### config.mk
export PLATFORM = sky130hd
export DESIGN_NAME = calendar_clock_control
export DESIGN_NICKNAME = d
export VERILOG_FILES = /design/src/rtl/calendar_clock_control_pkg.sv /design/src/rtl/calendar_time_if.sv /design/src/rtl/calendar_time_base.sv /design/src/rtl/calendar_clock_control.sv
export VERILOG_INCLUDE_DIRS = /design/src /design/src/rtl
export SDC_FILE = /design/constraint.sdc
export NUM_CORES = 1
export LEC_CHECK = 0
export BUFFER_PORTS_ARGS = -buffer_cell sky130_fd_sc_hd__buf_2
export CAP_MARGIN = 20
export CORE_UTILIZATION = 42
export CTS_BUF_LIST = sky130_fd_sc_hd__clkbuf_8
export CTS_CLUSTER_SIZE = 14
export DETAILED_ROUTE_END_ITERATION = 7
export HOLD_SLACK_MARGIN = 0.12
export PLACE_DENSITY_LB_ADDON = 0.3
export SYNTH_ARGS = -nofsm -noshare
export SYNTH_HDL_FRONTEND = slang
export SYNTH_SLANG_ARGS = --single-unit
### constraint.sdc
create_clock -name SYS_CLK -period 2.35 [get_ports SYS_CLK]
set_input_delay 0.5875 -clock SYS_CLK [delete_from_list [all_inputs] [get_ports SYS_CLK]]
set_output_delay 0.5875 -clock SYS_CLK [all_outputs]
set_load 0.01 [all_outputs]
### src/rtl/calendar_clock_control_map.svh
/*
 * Register offsets, field positions, reset values and timing constants of the
 * calendar clock control block.
 * Assumes it is included by bare name from files under rtl/ and testbench/.
 */
`ifndef CALENDAR_CLOCK_CONTROL_MAP_SVH
`define CALENDAR_CLOCK_CONTROL_MAP_SVH

`define ADDR_POWER_ON_INDICATOR 20'hf00f9
`define ADDR_CALENDAR_CONTROL_A 20'hfff9d
`define ADDR_CALENDAR_CONTROL_B 20'hfff9e
`define ADDR_CLOCK_SOURCE 20'hf00f3

`define REG_RESET 8'h00

`define BIT_POWER_ON_CHECK 0
`define BIT_SOURCE_SELECT 4
`define BIT_COUNTER_RUN 7
`define BIT_PULSE_ACCURACY 6
`define BIT_PULSE_ENABLE 5
`define BIT_RESERVED_A 4
`define BIT_HOUR_FORMAT 3
`define BIT_ALARM_MATCH_EN 7
`define BIT_ALARM_IRQ_EN 6
`define BIT_CORR_IRQ_EN 5
`define BIT_ALARM_FLAG 4
`define BIT_PERIODIC_FLAG 3
`define BIT_RESERVED_B 2
`define BIT_HOLD_STATUS 1
`define BIT_HOLD_REQUEST 0

`define PERIODIC_NONE 3'h0
`define PERIODIC_HALF_SEC 3'h1
`define PERIODIC_SECOND 3'h2
`define PERIODIC_MINUTE 3'h3
`define PERIODIC_HOUR 3'h4
`define PERIODIC_DAY 3'h5

`define HOLD_SETTLE_CYCLES 2'h1
`define TICK_COUNT_MAX 16'hffff
`define TICK_HALF 16'h7fff

`endif

### src/rtl/calendar_clock_control_pkg.sv
/*
 * Types shared by the calendar clock control files.
 * Assumes nothing beyond a SystemVerilog compiler.
 */
package calendar_clock_control_pkg;
	typedef enum logic [1:0] {
		HOLD_IDLE = 2'b00,
		HOLD_SETTLE = 2'b01,
		HOLD_ACTIVE = 2'b10
	} hold_state_t;

	typedef struct packed {
		logic [7:0] power_on_indicator_r;
		logic [7:0] calendar_control_a_r;
		logic [7:0] calendar_control_b_r;
		logic count_clock_source_select_r;
		logic second_pulse_r;
		logic calendar_irq_r;
		logic correction_tick_irq_r;
		logic [7:0] read_data_r;
		hold_state_t hold_state_r;
	} ctrl_state_t;

	typedef struct packed {
		logic [15:0] prescale_r;
		logic [5:0] seconds_r;
		logic [5:0] minutes_r;
		logic [4:0] hours_r;
		logic [4:0] day_r;
	} time_state_t;
endpackage

### src/rtl/calendar_time_if.sv
/*
 * Interface between control logic and the time base.
 * Assumes one clock domain shared by both ends.
 */
`timescale 1ns/10ps
interface calendar_time_if;
	logic run;
	logic hold;
	logic low_speed;
	logic tick_half;
	logic tick_second;
	logic minute_top;
	logic hour_top;
	logic day_top;
	logic month_top;
	modport ctrl (output run, output hold, output low_speed, input tick_half,
		input tick_second, input minute_top, input hour_top, input day_top, input month_top);
	modport base (input run, input hold, input low_speed, output tick_half,
		output tick_second, output minute_top, output hour_top, output day_top, output month_top);
endinterface

### src/rtl/calendar_time_base.sv
/*
 * Prescaler and coarse time base producing the periodic event strobes.
 * Assumes a count-clock enable arrives from the control logic on SYS_CLK.
 */
`timescale 1ns/10ps
`include "calendar_clock_control_map.svh"
module calendar_time_base
	import calendar_clock_control_pkg::*;
(
	input wire logic clk, // System clock.
	input wire logic rst_b, // Power-on reset, active low.
	input wire logic count_tick, // One count-clock edge.
	calendar_time_if.base tb // Strobes toward the control logic.
);
	time_state_t q_r, q_nxt;
	logic wrap;

	// The prescaler keeps running under hold; only the calendar counters freeze.
	always_comb begin
		q_nxt = q_r;
		wrap = count_tick && (q_r.prescale_r == `TICK_COUNT_MAX);
		if (!tb.run) begin
			q_nxt = q_r;
		end else if (count_tick) begin
			q_nxt.prescale_r = q_r.prescale_r + 16'h0001;
			if (wrap && !tb.hold && !tb.low_speed) begin
				q_nxt.seconds_r = (q_r.seconds_r == 6'd59) ? 6'd0 : q_r.seconds_r + 6'd1;
				if (q_r.seconds_r == 6'd59) begin
					q_nxt.minutes_r = (q_r.minutes_r == 6'd59) ? 6'd0 : q_r.minutes_r + 6'd1;
					if (q_r.minutes_r == 6'd59) begin
						q_nxt.hours_r = (q_r.hours_r == 5'd23) ? 5'd0 : q_r.hours_r + 5'd1;
						if (q_r.hours_r == 5'd23) begin
							q_nxt.day_r = (q_r.day_r == 5'd29) ? 5'd0 : q_r.day_r + 5'd1;
						end
					end
				end
			end
		end
	end

	always_ff @(posedge clk or negedge rst_b) begin
		if (!rst_b) begin
			q_r <= '0;
		end else begin
			q_r <= q_nxt;
		end
	end

	// The half and second strobes are one cycle wide and follow the prescaler; the top signals are levels from the counters.
	assign tb.tick_half = tb.run && count_tick && (q_r.prescale_r[14:0] == 15'(`TICK_HALF));
	assign tb.tick_second = tb.run && wrap;
	assign tb.minute_top = q_r.seconds_r == 6'd59;
	assign tb.hour_top = tb.minute_top && (q_r.minutes_r == 6'd59);
	assign tb.day_top = tb.hour_top && (q_r.hours_r == 5'd23);
	assign tb.month_top = tb.day_top && (q_r.day_r == 5'd29);
endmodule

### src/rtl/calendar_clock_control.sv
/*
 * Control and status registers of the calendar clock: clock source, power-on
 * indicator, run control, 1 Hz pulse, hour format, periodic and alarm flags.
 * Assumes RST_B is the power-on reset only, and byte writes are one-cycle strobes.
 */
`timescale 1ns/10ps
`include "calendar_clock_control_map.svh"
// How it works
// Software keeps source select 0 while the subsystem oscillator runs.
// Source select 1 turns on the low-speed oscillator.
// Low-speed source allows periodic interrupts only; counters and pulse stop. The code still raises correction tick and alarm interrupts here.
// Low-speed periodic interval scales by subsystem over low-speed frequency.
// Software switches the source only while dependent blocks are stopped.
// Power-on indicator clears only on power-on reset.
// Indicator bit 0 holds a written 1; other bits read zero.
// Both control registers clear only on power-on reset.
// Run bit stops or starts the calendar counter.
// Pulse pin drives only when running and enabled; accuracy bit picks form.
// Software uses high-accuracy pulse only at 24 MHz with correction.
// Hour format bit picks 12-hour when 0, 24-hour when 1.
// Software sets hold before rewriting hours after a format change.
// Periodic select encodes none, half second, second, minute, hour, day, month.
// Software masks, rewrites select, clears flags, then unmasks.
// Software writes 0 to reserved bit 4 of control A.
// Alarm match enable gates alarm comparison.
// Software masks interrupt around alarm enable changes and clears flags.
// Software keeps alarm enable 0 while programming alarm settings.
// Alarm interrupt enable gates alarm matches onto the interrupt.
// Writing 1 to periodic or alarm flag leaves it unchanged.
// Correction interrupt enable gates the correction tick interrupt.
// Alarm flag sets one count clock after a match; cleared by writing 0.
// Periodic flag sets on each periodic event; cleared by writing 0.
// Hold request freezes the calendar counters.
// Periodic and alarm events share one interrupt line.
// Reserved bits read zero and ignore writes.
module calendar_clock_control
	import calendar_clock_control_pkg::*;
#(
	parameter int SUB_DIV = 1, // System clocks per subsystem count edge.
	parameter int LOW_DIV = 1 // System clocks per low-speed count edge.
) (
	input wire logic SYS_CLK, // System clock, 40 MHz.
	input wire logic RST_B, // Power-on reset, active low.
	input wire logic [19:0] ADDR, // Byte address.
	input wire logic WR_EN, // Write strobe, one cycle.
	input wire logic RD_EN, // Read strobe, one cycle.
	input wire logic [7:0] WDATA, // Write data.
	input wire logic ALARM_MATCH, // Alarm compare hit from the alarm registers.
	output logic [7:0] RDATA, // Read data, registered.
	output logic LOW_OSC_ENABLE, // Runs the low-speed oscillator.
	output logic SECOND_PULSE_PIN, // 1 Hz pulse output.
	output logic HIGH_ACCURACY_PULSE, // Pulse generated in high-accuracy form.
	output logic HOUR_FORMAT_24, // Hour format to the hour counter.
	output logic CALENDAR_IRQ, // Shared calendar interrupt pulse.
	output logic CORRECTION_TICK_IRQ // Correction timing interrupt pulse.
);
	ctrl_state_t s_r, s_nxt;
	calendar_time_if tif();
	logic [$clog2(SUB_DIV + LOW_DIV + 1):0] div_r;
	logic count_tick, alarm_seen_r, alarm_set, periodic_set;
	logic wr_a, wr_b, wr_p, wr_s;

	// Count-clock edges come from a divider; the low-speed ratio stretches
	// the half-second and second intervals by the frequency ratio without extra logic.
	always_ff @(posedge SYS_CLK or negedge RST_B) begin
		if (!RST_B) begin
			div_r <= '0;
			alarm_seen_r <= 1'b0;
		end else begin
			if (count_tick) begin
				div_r <= '0;
			end else begin
				div_r <= div_r + 1'b1;
			end
			if (count_tick) begin
				alarm_seen_r <= ALARM_MATCH && s_r.calendar_control_b_r[`BIT_ALARM_MATCH_EN];
			end
		end
	end
	assign count_tick = s_r.count_clock_source_select_r ?
		(32'(div_r) >= LOW_DIV - 1) : (32'(div_r) >= SUB_DIV - 1);
	assign alarm_set = count_tick && alarm_seen_r;

	assign tif.run = s_r.calendar_control_a_r[`BIT_COUNTER_RUN];
	assign tif.hold = s_r.hold_state_r != HOLD_IDLE;
	assign tif.low_speed = s_r.count_clock_source_select_r;

	calendar_time_base u_base (
		.clk(SYS_CLK),
		.rst_b(RST_B),
		.count_tick(count_tick),
		.tb(tif)
	);

	// Periodic event decode by select field.
	always_comb begin
		case (s_r.calendar_control_a_r[2:0])
		`PERIODIC_NONE: periodic_set = 1'b0;
		`PERIODIC_HALF_SEC: periodic_set = tif.tick_half || tif.tick_second;
		`PERIODIC_SECOND: periodic_set = tif.tick_second;
		`PERIODIC_MINUTE: periodic_set = tif.tick_second && tif.minute_top;
		`PERIODIC_HOUR: periodic_set = tif.tick_second && tif.hour_top;
		`PERIODIC_DAY: periodic_set = tif.tick_second && tif.day_top;
		default: periodic_set = tif.tick_second && tif.month_top;
		endcase
	end

	// Address decode.
	always_comb begin
		wr_a = 1'b0;
		wr_b = 1'b0;
		wr_p = 1'b0;
		wr_s = 1'b0;
		if (ADDR == `ADDR_CALENDAR_CONTROL_A) begin
			wr_a = WR_EN;
		end else if (ADDR == `ADDR_CALENDAR_CONTROL_B) begin
			wr_b = WR_EN;
		end else if (ADDR == `ADDR_POWER_ON_INDICATOR) begin
			wr_p = WR_EN;
		end else if (ADDR == `ADDR_CLOCK_SOURCE) begin
			wr_s = WR_EN;
		end
	end

	// Next-state logic for all control state.
	always_comb begin
		logic ap, pp;
		ap = s_r.calendar_control_b_r[`BIT_ALARM_FLAG];
		pp = s_r.calendar_control_b_r[`BIT_PERIODIC_FLAG];
		s_nxt = s_r;
		if (wr_p) begin
			s_nxt.power_on_indicator_r = {7'h00, WDATA[`BIT_POWER_ON_CHECK]};
		end
		if (wr_s) begin
			s_nxt.count_clock_source_select_r = WDATA[`BIT_SOURCE_SELECT];
		end
		if (wr_a) begin
			s_nxt.calendar_control_a_r = WDATA;
			s_nxt.calendar_control_a_r[`BIT_RESERVED_A] = 1'b0;
		end
		if (wr_b) begin
			s_nxt.calendar_control_b_r[7:5] = WDATA[7:5];
			s_nxt.calendar_control_b_r[`BIT_HOLD_REQUEST] = WDATA[`BIT_HOLD_REQUEST];
			// A written 1 leaves the flag alone; only 0 clears it.
			ap = ap && WDATA[`BIT_ALARM_FLAG];
			pp = pp && WDATA[`BIT_PERIODIC_FLAG];
		end
		// Setting beats a simultaneous clear so no event is lost.
		s_nxt.calendar_control_b_r[`BIT_ALARM_FLAG] = ap || alarm_set;
		s_nxt.calendar_control_b_r[`BIT_PERIODIC_FLAG] = pp || periodic_set;
		s_nxt.calendar_control_b_r[`BIT_RESERVED_B] = 1'b0;
		// Hold acknowledge waits for a count edge before reporting ready.
		case (s_r.hold_state_r)
		HOLD_IDLE: if (s_nxt.calendar_control_b_r[`BIT_HOLD_REQUEST]) begin
			s_nxt.hold_state_r = HOLD_SETTLE;
		end
		HOLD_SETTLE: if (!s_r.calendar_control_b_r[`BIT_HOLD_REQUEST]) begin
			s_nxt.hold_state_r = HOLD_IDLE;
		end else if (count_tick) begin
			s_nxt.hold_state_r = HOLD_ACTIVE;
		end
		default: if (!s_r.calendar_control_b_r[`BIT_HOLD_REQUEST]) begin
			s_nxt.hold_state_r = HOLD_IDLE;
		end
		endcase
		s_nxt.calendar_control_b_r[`BIT_HOLD_STATUS] = s_nxt.hold_state_r == HOLD_ACTIVE;
		// The pulse is the top prescaler half; a stopped or low-speed base gives none.
		s_nxt.second_pulse_r = s_r.calendar_control_a_r[`BIT_COUNTER_RUN] &&
			s_r.calendar_control_a_r[`BIT_PULSE_ENABLE] &&
			!s_r.count_clock_source_select_r &&
			(tif.tick_second ? 1'b0 : (tif.tick_half ? 1'b1 : s_r.second_pulse_r)); // Wrap meets the half mark too.
		s_nxt.calendar_irq_r = periodic_set ||
			(alarm_set && s_r.calendar_control_b_r[`BIT_ALARM_IRQ_EN]);
		s_nxt.correction_tick_irq_r = tif.tick_second &&
			s_r.calendar_control_b_r[`BIT_CORR_IRQ_EN];
		s_nxt.read_data_r = s_r.read_data_r;
		if (RD_EN) begin
			if (ADDR == `ADDR_CALENDAR_CONTROL_A) begin
				s_nxt.read_data_r = s_r.calendar_control_a_r;
			end else if (ADDR == `ADDR_CALENDAR_CONTROL_B) begin
				s_nxt.read_data_r = s_r.calendar_control_b_r;
			end else if (ADDR == `ADDR_POWER_ON_INDICATOR) begin
				s_nxt.read_data_r = s_r.power_on_indicator_r;
			end else if (ADDR == `ADDR_CLOCK_SOURCE) begin
				s_nxt.read_data_r = 8'(s_r.count_clock_source_select_r) << `BIT_SOURCE_SELECT;
			end else begin
				s_nxt.read_data_r = 8'h00;
			end
		end
	end

	// Only the power-on reset reaches these registers; other resets never touch them.
	always_ff @(posedge SYS_CLK or negedge RST_B) begin
		if (!RST_B) begin
			s_r <= '0;
		end else begin
			s_r <= s_nxt;
		end
	end

	assign RDATA = s_r.read_data_r;
	assign LOW_OSC_ENABLE = s_r.count_clock_source_select_r;
	assign SECOND_PULSE_PIN = s_r.second_pulse_r;
	assign HIGH_ACCURACY_PULSE = s_r.calendar_control_a_r[`BIT_PULSE_ACCURACY];
	assign HOUR_FORMAT_24 = s_r.calendar_control_a_r[`BIT_HOUR_FORMAT];
	assign CALENDAR_IRQ = s_r.calendar_irq_r;
	assign CORRECTION_TICK_IRQ = s_r.correction_tick_irq_r;
endmodule

=== Word level (Yosys, flattened, before mapping) ===
Index checks and enable logic that the tools add are counted.

* Register bits: 68
* Bits of input ports: 33
* Output and inout bits: 14
* Logic and storage cells: 98

* Add/sub/neg operators: 5
* Eq/ne operators: 17
* Muxes and demuxes: 28
* Reductions and logical operators: 32

{| class="wikitable"
|+ Operators by type and width
! kind !! count
|-
| 20-bit == test, second input constant || 4
|-
| 5-bit 2-to-1 mux || 4
|-
| 1-bit logical AND || 19
|-
| 16-bit by 1-bit adder with 16-bit output, second input constant || 1
|-
| 16-bit == test, second input constant || 1
|-
| 8-bit 2-to-1 mux || 2
|-
| 15-bit == test, second input constant || 1
|-
| 1-bit 2-to-1 mux || 15
|-
| 6-bit by 1-bit adder with 6-bit output, second input constant || 2
|-
| 6-bit == test, second input constant || 2
|-
| 6-bit 2-to-1 mux || 2
|-
| 5-bit by 1-bit adder with 5-bit output, second input constant || 2
|-
| 5-bit == test, second input constant || 2
|-
| 3-bit by 2-bit == test with 1-bit output, second input constant || 2
|-
| 3-bit == test, second input constant || 2
|-
| 2-bit 2-to-1 mux || 3
|-
| 1-bit case mux with 6 select lines || 1
|-
| 5-bit AND reduction || 1
|-
| 1-bit logical OR || 4
|-
| 2-bit case mux with 2 select lines || 1
|-
| 4-bit AND reduction || 1
|-
| 3-bit by 1-bit == test with 1-bit output, second input constant || 1
|-
| 3-bit zero test || 1
|-
| 3-bit AND reduction || 1
|-
| other kinds (6) || 7
|}

=== Depth between registers and ports, before layout ===
Gate-level depths: netlist (run 1).

* Depth in word-level cells: 7
* Mapped depth: 6
* Depth with buffers taken out: 6

=== Modules after synthesis ===
Synthesis (run 1) repeated with hierarchy kept, for this count alone.

* Cells, all modules: 333
* Area, all modules: 3533.4 um^2

{| class="wikitable"
|+ By module, submodules not included
! module !! instances !! cells each !! area each (um^2) !! seq. area each (um^2)
|-
| calendar_time_base || 1 || 187 || 1955.6 || 950.9
|-
| calendar_clock_control || 1 || 146 || 1577.8 || 750.7
|}

=== Least setup slack after synthesis (run 1) ===
OpenSTA, ideal clock, no wires.

* Path type: input to register
* From: input ADDR[9]
* To: register s_r (netlist bit LOW_OSC_ENABLE)
* Setup time: 0.125 ns
* Arrival time: 2.003 ns
* Data required time: 2.225 ns
* Path slack: 0.222 ns
* Stages on the path: 4
* Buffers on the path: 0
* Path through: or4b_2 nor4_4 nand4b_1 mux2_2

* Word-level cells in the longest chain between the ends: 5
* Elaborated cells on any way between the ends: 8
* Those cells by class: eq/ne: 4; mux: 4

{| class="wikitable"
|+ RTL lines
! element !! line !! source
|-
| start: declaration || calendar_clock_control.sv:44 || <nowiki>input wire logic [19:0] ADDR,</nowiki>
|-
| 20-bit == test (no source line) || n/a ||
|-
| 1-bit 2-to-1 mux || calendar_clock_control.sv:120 || <nowiki>end else if (ADDR == `ADDR_CLOCK_SOURCE) begin</nowiki>
|-
| 1-bit 2-to-1 mux || calendar_clock_control.sv:118 || <nowiki>end else if (ADDR == `ADDR_POWER_ON_INDICATOR) begin</nowiki>
|-
| 1-bit 2-to-1 mux || calendar_clock_control.sv:116 || <nowiki>end else if (ADDR == `ADDR_CALENDAR_CONTROL_B) begin</nowiki>
|-
| 1-bit 2-to-1 mux * || calendar_clock_control.sv:114 || <nowiki>if (ADDR == `ADDR_CALENDAR_CONTROL_A) begin</nowiki>
|-
| end signal: assignment || calendar_clock_control.sv:197 || <nowiki>s_r <= s_nxt;</nowiki>
|-
| end: declaration || calendar_clock_control.sv:57 || <nowiki>ctrl_state_t s_r, s_nxt;</nowiki>
|}

Every way passes the cells marked *; elsewhere a longest branch is shown, timed or not.
A chain may end at the register's enable or synchronous reset.

=== Final worst setup path (run 1) ===
* From: register u_base.q_r[16] in the netlist's numbering
* To: register u_base.q_r[8] in the netlist's numbering

* Word-level cells in the longest chain between the ends: 2

{| class="wikitable"
|+ RTL lines
! element !! line !! source
|-
| start: declaration || calendar_time_base.sv:15 || <nowiki>time_state_t q_r, q_nxt;</nowiki>
|-
| start signal: assignment || calendar_time_base.sv:45 || <nowiki>q_r <= q_nxt;</nowiki>
|-
| 6-bit == test || calendar_time_base.sv:28 || <nowiki>if (q_r.seconds_r == 6'd59) begin</nowiki>
|-
| 4-bit AND reduction (no source line) || n/a ||
|}

No other way between the ends.

==> results of run 1 <==
==> layout make-up <==
type                    instances  area, um2
multi-input cells             230       1690
flip-flops and latches         68       1700
clock inverters                 7        100
well taps                     105        131
clock buffers                   9        124
inverters                       8       30.0
repair buffers                 60        348
fillers                       739       4050
==> worst reg2reg max path, delay by kind of cell (launching register included) <==
kind	cells	cell delay, ns
and+or+nand+nor	2	0.94
muxes	1	0.35
buffers and inverters	1	0.12
DFF	1	0.40
adders and majority gates	1	0.26
==> through the flow <==
step	util	area, um2	hold WS [ns]
floorplan	-	3530	0.292
global placement	0.477	3900	0.451
detailed placement	0.477	3900	0.459
CTS	0.504	4120	0.257
global route	0.504	4120	0.255
finish	0.504	4120	0.229
==> path summary, 6_finish.rpt <==
check                      depth (start not counted)      startpoint  slack (ns)        endpoint
max                                                5  u_base.q_r[16]        0.18   u_base.q_r[8]
min                                                2           RST_B        0.23        RDATA[2]
max reg2reg                                        5  u_base.q_r[16]        0.18   u_base.q_r[8]
min reg2reg                                        1  u_base.q_r[36]        0.47  u_base.q_r[36]
max in group asynchronous                          2           RST_B        1.81  u_base.q_r[29]
min in group SYS_CLK                               2     ALARM_MATCH        0.46    alarm_seen_r
==> placed cells by master (no fill, tap or decap), types with 7 or more instances in the layout <==
master	Yosys	final
dfrtp_1	68	68
buf_2	2	46
nand3_1	23	23
mux2_2	23	23
nor2_1	21	21
nand2_1	20	20
nand4_1	14	14
buf_4	8	13
xnor2_1	10	10
and3_1	9	9
a31oi_1	9	9
clkbuf_8	0	9
inv_1	8	8
and4_1	7	7
xor2_1	7	7
==> cell usage after synthesis, types with 3 or more instances <==
cell type / instances / area share
ha_1: 6 / 0.021
and2_1: 4 / 0.0071
o211ai_1: 3 / 0.0064
buf_4: 8 / 0.017
clkbuf_1: 7 / 0.0075
nor2b_1: 6 / 0.011
nor3_1: 6 / 0.0085
a31oi_1: 9 / 0.016
dfrtp_1: 68 / 0.48
nand4_1: 14 / 0.025
xnor2_1: 10 / 0.025
nor2_1: 21 / 0.022
and4_1: 7 / 0.017
o31ai_1: 3 / 0.0064
inv_1: 8 / 0.0085
nor4_1: 5 / 0.0089
mux2_2: 23 / 0.073
o21ai_0: 6 / 0.0085
xor2_1: 7 / 0.017
nand3_1: 23 / 0.033
nand4b_1: 3 / 0.0075
o41ai_1: 3 / 0.0075
and3_1: 9 / 0.016
nand2_1: 20 / 0.021
==> power by group through the flow <==
stage | Combinational, W | Clock [W] | Sequential, W
floorplan | 0.0000311 | 0 | 0.00120
global placement | 0.0000927 | 0 | 0.00120
detailed placement | 0.0000945 | 0 | 0.00120
CTS | 0.0000945 | 0.00110 | 0.00118
global route | 0.000104 | 0.00117 | 0.00118
finish | 0.0000925 | 0.00107 | 0.00118
==> flip-flops by register name (all words and copies together), names as in the netlist <==
name	cells
LOW_OSC_ENABLE	1
CORRECTION_TICK_IRQ	1
alarm_seen_r	1
SECOND_PULSE_PIN	1
CALENDAR_IRQ	1
HIGH_ACCURACY_PULSE	1
u_base.q_r	38
HOUR_FORMAT_24	1
s_r	15
RDATA	8
==> routing by layer <==
metal  vias to the layer above  share of wire
met5                         -              0
met4                         0          0.013
met3                         7          0.044
met2                        56           0.46
met1                      1297           0.48
li1                       1312              -
==> cell families after synthesis <==
family | count (synthesis) | share of synthesized area
buf+inv | 27 | 0.0401
xor+xnor | 17 | 0.0422
fa+ha+maj | 6 | 0.0213
mux | 27 | 0.0855
simple gates | 136 | 0.236
compound gates | 44 | 0.0919
flops | 68 | 0.483
==> impl_metrics.tcl, run 1 <==
set metrics [dict create \
    outcome "complete, no violations" \
    cts_resized 0 \
    hpwl_mm 5.17 \
    fmax_ghz 0.461 \
    drc 0 \
    grt-busiest-layer "met2" \
    h-tree-depth 3 \
    grtUsageMet3 0.0626 \
    drv_cap 0 \
    cts_tree "built" \
    yosys_warnings 0 \
    comb_power_share 0.039 \
    synth_nets 364 \
    crit_slowest_cell "or4_4" \
    drt-initial-drc-count 140 \
    startpoint_type "flip-flop" \
    drive_gt1_frac 0.296 \
    fin_skew_ns 0.00867 \
    grtUsageMet1 0.245 \
    die_y_um 93.6 \
    nets 416 \
    ys_dominant_reg_cell "dfrtp_1" \
    ctsHoldBuffers 0 \
    required_ns 2.58 \
    viasPerCell 5.49 \
    via_count 2672 \
    path_clk_slew_ns 0.08 \
    worstSetupPathType "flip-flop to flip-flop" \
    worst-path-buf-inv 1 \
    cts.sinks 68 \
    grt_use_met2 0.294 \
    wl_per_cell_um 15.1 \
    totalWireLength_mm 7.38 \
    io_buffers 46 \
    relSlewSlack 0.690 \
    leakage_nw 1.98 \
    period_share 0.924 \
    power_per_cell_area_nw_per_um2 568 \
    sequentialPowerShare 0.503 \
    intPower_w 0.00182 \
    hp-class "primary input to async pin" \
    critPathCaptureType "flip-flop" \
    cp_max_fo 7 \
    finalPower_w 0.00234 \
    start_util 0.431 \
    p_sw_frac 0.225 \
    grt_max_degree 69 \
    ys_seq_area_frac 0.483 \
    grt_pass1_wl_mm 12.6 \
    max_slew.worst_pin.slew_ns 0.461 \
    cts-root-buf "clkbuf_8" \
    instances_no_fill 487 \
    clock_path_buffers 2 \
    path_cells "ha_1 > inv_1 > or4_4 > nor4_2 > mux2_1" \
    row_count 33 \
    cts_buffers 9 \
    dr.pass1.iters 4 \
    dp_slack_ns 0.0308 \
    hold_viol 0 \
    avgSynthCellArea_um2 10.8 \
    clk_latency_ns 0.35 \
    critPathMaxStageDelay_ns 0.62 \
    antenna_found_initial 0 \
    antennaDiodeCount 0 \
    setup_viol 0 \
    switching_power_w 0.000527 \
    syn_inst 325 \
    overflow 0 \
    yosys_register_bits 68 \
    core_um2 8180 \
    peakVddDrop_v 0.000328 \
    crit_arrival_ns 2.40 \
    period_needed_ns 2.17 \
    setup_slack_ns 0.179 \
    gp_routability_congestion 0.836 \
    syn_area_um2 3530 \
    ys_async_sr_fraction 1.00 \
    cts_setup_buffers 0 \
    pwr-share-clk 0.458 \
    path_delay_family "simple AND/OR/NAND/NOR gates" \
    post_synth_num_cell_types 58 \
    rsz0062_at_grt "false" \
    finalMaxSlewViolations 0 \
    dieArea_um2 8770 \
    first_global_vias 2653 \
    drtAntennaViolNets 0 \
    synth-edff-count 0 \
    grtUsageTotal 0.188 \
    die_w_um 93.6 \
    tns_ns 0 \
    dp_cells 471 \
    ioPinCount 47 \
    syn2layout_area_growth_pct 17.0 \
]
Note: power is estimated with default switching activity, not from simulation.
==> run 2: changes to the inputs <==
CORE_UTILIZATION = 55   (was 42)
RECOVER_POWER = 25   (was default)
==> run 2 against run 1 <==
  * The flow now finishes with violations (max-capacitance violations, max-slew violations)
  * Core utilization grew 17 points
  * Via count is 2.5% higher
  * Clock-buffer cell count unchanged
  * Cell count is 6.2% lower
  * Combinational power is 5.0% lower
  * Power increased by 5.0%
  * Flip-flop and latch count unchanged
  * Non-clock buffer count stayed put
  * Critical path depth did not move
  * Register-to-register slack lost 0.04 ns
  * Sequential share of layout area increased by 0.16 points
  * Critical path type unchanged
  * Largest cell class unchanged
  * Highest routed layer unchanged
==> impl_metrics.tcl, run 2 (synthesized netlist as in run 1, its figures left out) <==
set metrics [dict create \
    outcome "complete, but fails checks" \
    violations "max-capacitance violations, max-slew violations" \
    period_needed_ns 2.21 \
    ctsHoldBuffers 0 \
    dpl_cell_area_um2 3870 \
    hold_path_depth 2 \
    clk_latency_ns 0.36 \
    switching_power_w 0.000541 \
    r2r_cells 5 \
    first_global_vias 2677 \
    overflow 0 \
    clock_path_buffers 2 \
    path_delay_family "simple AND/OR/NAND/NOR gates" \
    comb_power_share 0.036 \
    sequentialPowerShare 0.479 \
    worst-path-buf-inv 1 \
    h-tree-depth 3 \
    leakage_nw 1.98 \
    mostFrequentLayoutCells "dfrtp_1 (68), buf_2 (46), nand3_1 (23), mux2_2 (23), nor2_1 (21)" \
    row_count 28 \
    die_w_um 82.1 \
    crit_cells 5 \
    drc 0 \
    antenna_found_initial 0 \
    ioPinCount 47 \
    path_cells "ha_1 > inv_1 > or4_4 > nor4_2 > mux2_1" \
    hold_viol 0 \
    crit_arrival_ns 2.44 \
    wl_per_cell_um 16.0 \
    cts.sinks 68 \
    drv_cap 1 \
    start_util 0.582 \
    relSlewSlack -0.0983 \
    grt_pass1_wl_mm 12.4 \
    viasPerCell 5.99 \
    rsz0062_at_grt "false" \
    cts_tree "built" \
    drt-initial-drc-count 180 \
    pwr-share-clk 0.486 \
    critPathMaxStageDelay_ns 0.62 \
    final_common_cell "dfrtp_1" \
    path_clk_slew_ns 0.08 \
    startpoint_type "flip-flop" \
    cts_setup_buffers 0 \
    power_per_cell_area_nw_per_um2 599 \
    totalWireLength_mm 7.32 \
    dr.pass1.iters 4 \
    crit_slowest_cell "or4_4" \
    cts_resized 0 \
    drive_gt1_frac 0.296 \
    fin_skew_ns 0.0109 \
    nets 416 \
    fmax_ghz 0.452 \
    gp_routability_congestion 0.790 \
    top_register "u_base.q_r" \
    critPathCaptureType "flip-flop" \
    period_share 0.941 \
    tns_ns 0 \
    fin_area_um2 4110 \
    core_um2 6060 \
    cts_buffers 9 \
    io_buffers 46 \
    syn2layout_area_growth_pct 16.5 \
    finalMaxSlewViolations 69 \
    setup_viol 0 \
    max_slew.worst_pin.slew_ns 1.65 \
    hpwl_mm 5.10 \
    grtUsageTotal 0.247 \
    dieArea_um2 6730 \
    p_sw_frac 0.220 \
    largest_reg_flops 38 \
    hp-class "primary input to flip-flop" \
    die_y_um 82.1 \
    antennaDiodeCount 0 \
    drtAntennaViolNets 0 \
    cp_max_fo 7 \
    worstSetupPathType "flip-flop to flip-flop" \
    intPower_w 0.00192 \
    grt_max_degree 69 \
    peakVddDrop_v 0.000431 \
    via_count 2739 \
    required_ns 2.58 \
    cts-root-buf "clkbuf_8" \
]
run 2: cell types whose count changed in the layout (fill, tap and decap cells not counted):
cell	previous run	this run
bufinv_16	2	3
clkinv_2	1	0
clkinv_4	3	2
buf_4	13	12
clkinvlp_4	0	1
clkbuf_2	0	1
run 2: cell type report:
cell class | instances | area [um2]
clock buffers | 9 | 124
clock inverters | 7 | 124
fillers | 460 | 1950
inverters | 8 | 30.0
multi-input cells | 230 | 1690
flip-flops and latches | 68 | 1700
well taps | 75 | 93.8
repair buffers | 60 | 345
run 2: power groups by stage:
stage	clock network, W	registers, W	logic, W
finish	0.00120	0.00118	0.0000879
global route	0.00127	0.00118	0.000101
CTS	0.00121	0.00118	0.0000936
detailed placement	0	0.00120	0.0000934
global placement	0	0.00120	0.0000919
floorplan	0	0.00120	0.0000311
run 2: final timing paths:
path	slack, ns	end	start
setup reg to reg	0.14	u_base.q_r[9]	u_base.q_r[16]
min in group asynchronous	0.73	RDATA[6]	RST_B
max in group asynchronous	0.64	u_base.q_r[30]	RST_B
hold reg to reg	0.47	u_base.q_r[36]	u_base.q_r[36]
hold / removal	0.44	alarm_seen_r	ALARM_MATCH
setup / recovery	0.14	u_base.q_r[9]	u_base.q_r[16]
run 2: worst reg2reg max path, stage by stage, from the launching register on:
cell	delay (ns)
dfrtp_1	0.40
ha_1	0.27
inv_1	0.12
or4_4	0.62
nor4_2	0.32
mux2_1	0.36
run 2: routing by layer:
layer,vias to the layer above,wire (um),GRT usage
li1,1320,-,-
met1,1342,3380,0.332
met2,63,3510,0.374
met3,14,293,0.0611
met4,0,135,0.111
met5,-,0,0
run 2: metrics by stage:
stage               hold WS, ns  cells   util  setup WS (ns)  total power, W
finish                    0.440    457  0.678          0.139         0.00246
global route              0.424    457  0.678         0.0298         0.00255
CTS                       0.250    457  0.680          0.163         0.00249
detailed placement        0.453    441  0.639         0.0573         0.00129
global placement          0.451    441  0.639          0.116         0.00129
floorplan                 0.292    325      -          0.222         0.00123
==> run 3: changes to the inputs <==
CELL_PAD_IN_SITES_DETAIL_PLACEMENT = 1   (was default)
CELL_PAD_IN_SITES_GLOBAL_PLACEMENT = 1   (was default)
CORE_UTILIZATION = 47   (was 55)
==> run 3 against run 2 <==
  * The run still ends with max-capacitance violations, max-slew violations left
  * First-iteration DRC count is 16% lower
  * Design area is 0.12% lower
  * Global-route usage is 0.34 points lower
  * Maximum frequency is 1.2% higher
  * Die area is 17% higher
  * Routed wire length is 16% higher
  * Combinational power is 3.2% higher
  * Setup slack better by 0.027 ns
  * Register-to-register slack better by 0.03 ns
  * Clock-buffer cell count is 1 higher
  * Largest cell class unchanged
==> impl_metrics.tcl, run 3 (synthesized netlist as in run 1, its figures left out) <==
set metrics [dict create \
    outcome "complete, but fails checks" \
    violations "max-capacitance violations, max-slew violations" \
    final_common_cell "dfrtp_1" \
    hold_viol 0 \
    die_y_um 88.6 \
    max_slew.worst_pin.slew_ns 1.70 \
    r2r_cells 5 \
    gp_routability_congestion 0.795 \
    power_per_cell_area_nw_per_um2 575 \
    leakage_nw 1.97 \
    period_needed_ns 2.18 \
    h-tree-depth 3 \
    relSlewSlack -0.136 \
    worstSetupPathType "flip-flop to flip-flop" \
    hpwl_mm 6.12 \
    drc 0 \
    crit_cells 5 \
    cts.sinks 68 \
    mostFrequentLayoutCells "dfrtp_1 (68), buf_2 (46), nand3_1 (23), mux2_2 (23), nor2_1 (21)" \
    cts_tree "built" \
    worst-path-buf-inv 1 \
    ioPinCount 47 \
    cts_setup_buffers 0 \
    syn2layout_area_growth_pct 16.4 \
    nets 416 \
    tns_ns 0 \
    peakVddDrop_v 0.000342 \
    startpoint "u_base.q_r[16]" \
    critPathCapture "u_base.q_r[8]" \
    viasPerCell 5.78 \
    largest_reg_flops 38 \
    dp_slack_ns 0.0675 \
    wl_per_cell_um 17.6 \
    hp-class "primary input to flip-flop" \
    top_register "u_base.q_r" \
    grtUsageTotal 0.243 \
    drv_cap 1 \
    fillers 813 \
    antennaDiodeCount 0 \
    finalPower_w 0.00236 \
    reg2reg_to "u_base.q_r[8]" \
    crit_arrival_ns 2.42 \
    fmax_ghz 0.458 \
    clock_path_buffers 2 \
    grt_max_degree 69 \
    path_clk_slew_ns 0.08 \
    row_count 31 \
    first_global_vias 2939 \
    required_ns 2.58 \
    cp_max_fo 7 \
    io_buffers 46 \
    drtAntennaViolNets 0 \
    dieArea_um2 7850 \
    via_count 2782 \
    totalWireLength_mm 8.46 \
    critPathMaxStageDelay_ns 0.62 \
    r2r_start "u_base.q_r[16]" \
    finalMaxSlewViolations 69 \
    drive_gt1_frac 0.296 \
    core_um2 7250 \
    cts_resized 0 \
    cts-root-buf "clkbuf_8" \
    path_cells "ha_1 > inv_1 > or4_4 > nor4_2 > mux2_1" \
    fin_skew_ns 0.00942 \
    start_util 0.486 \
    cts_buffers 9 \
    utilization 0.566 \
    crit_slowest_cell "or4_4" \
    period_share 0.929 \
    path_delay_family "simple AND/OR/NAND/NOR gates" \
    overflow 0 \
    grt_pass1_wl_mm 14.4 \
    reg2reg_slack_ns 0.17 \
    startpoint_type "flip-flop" \
    ctsHoldBuffers 0 \
    drt-initial-drc-count 152 \
    die_w_um 88.6 \
    critPathCaptureType "flip-flop" \
    whs_ns 0.449 \
    antenna_found_initial 0 \
    setup_viol 0 \
    rsz0062_at_grt "false" \
    setup_slack_ns 0.166 \
    clk_latency_ns 0.35 \
    dr.pass1.iters 4 \
]
run 3: report_power, final:
group / switching [W] / internal, W
logic: 0.0000571 / 0.0000335
clock network: 0.000463 / 0.000626
registers: 0.00000276 / 0.00118
run 3: per-stage QoR:
step,std cells,instance area [um2]
after floorplan,325,3530
after global placement,465,3890
after detailed placement,465,3890
after CTS,481,4120
after global routing,481,4100
final,481,4100
run 3: layout make-up:
class                   count  area, um2  share of cell area
multi-input cells         230       1690               0.412
flip-flops and latches     68       1700               0.415
clock inverters             6       87.6              0.0213
inverters                   8       30.0             0.00732
repair buffers             60        333              0.0811
well taps                  99        124              0.0302
clock buffers              10        138              0.0335
run 3: worst min-delay path by stage:
| stage | startpoint | cells after the start | endpoint |
|---|---|---|---|
| 3_5_place_dp | u_base.q_r[36] | 1 | u_base.q_r[36] |
| 2_1_floorplan | RST_B | 0 | CALENDAR_IRQ |
| 4_1_cts | RST_B | 2 | RDATA[6] |
| 6_report | ALARM_MATCH | 2 | alarm_seen_r |
| 3_3_place_gp | u_base.q_r[36] | 1 | u_base.q_r[36] |
| 5_1_grt | ALARM_MATCH | 2 | alarm_seen_r |
run 3: routing by layer:
layer	vias to the layer above	GRT usage	share of wire
li1	1324	-	-
met1	1399	0.323	0.47
met5	-	0	0
met4	0	0.0997	0.019
met2	42	0.400	0.49
met3	17	0.0373	0.028
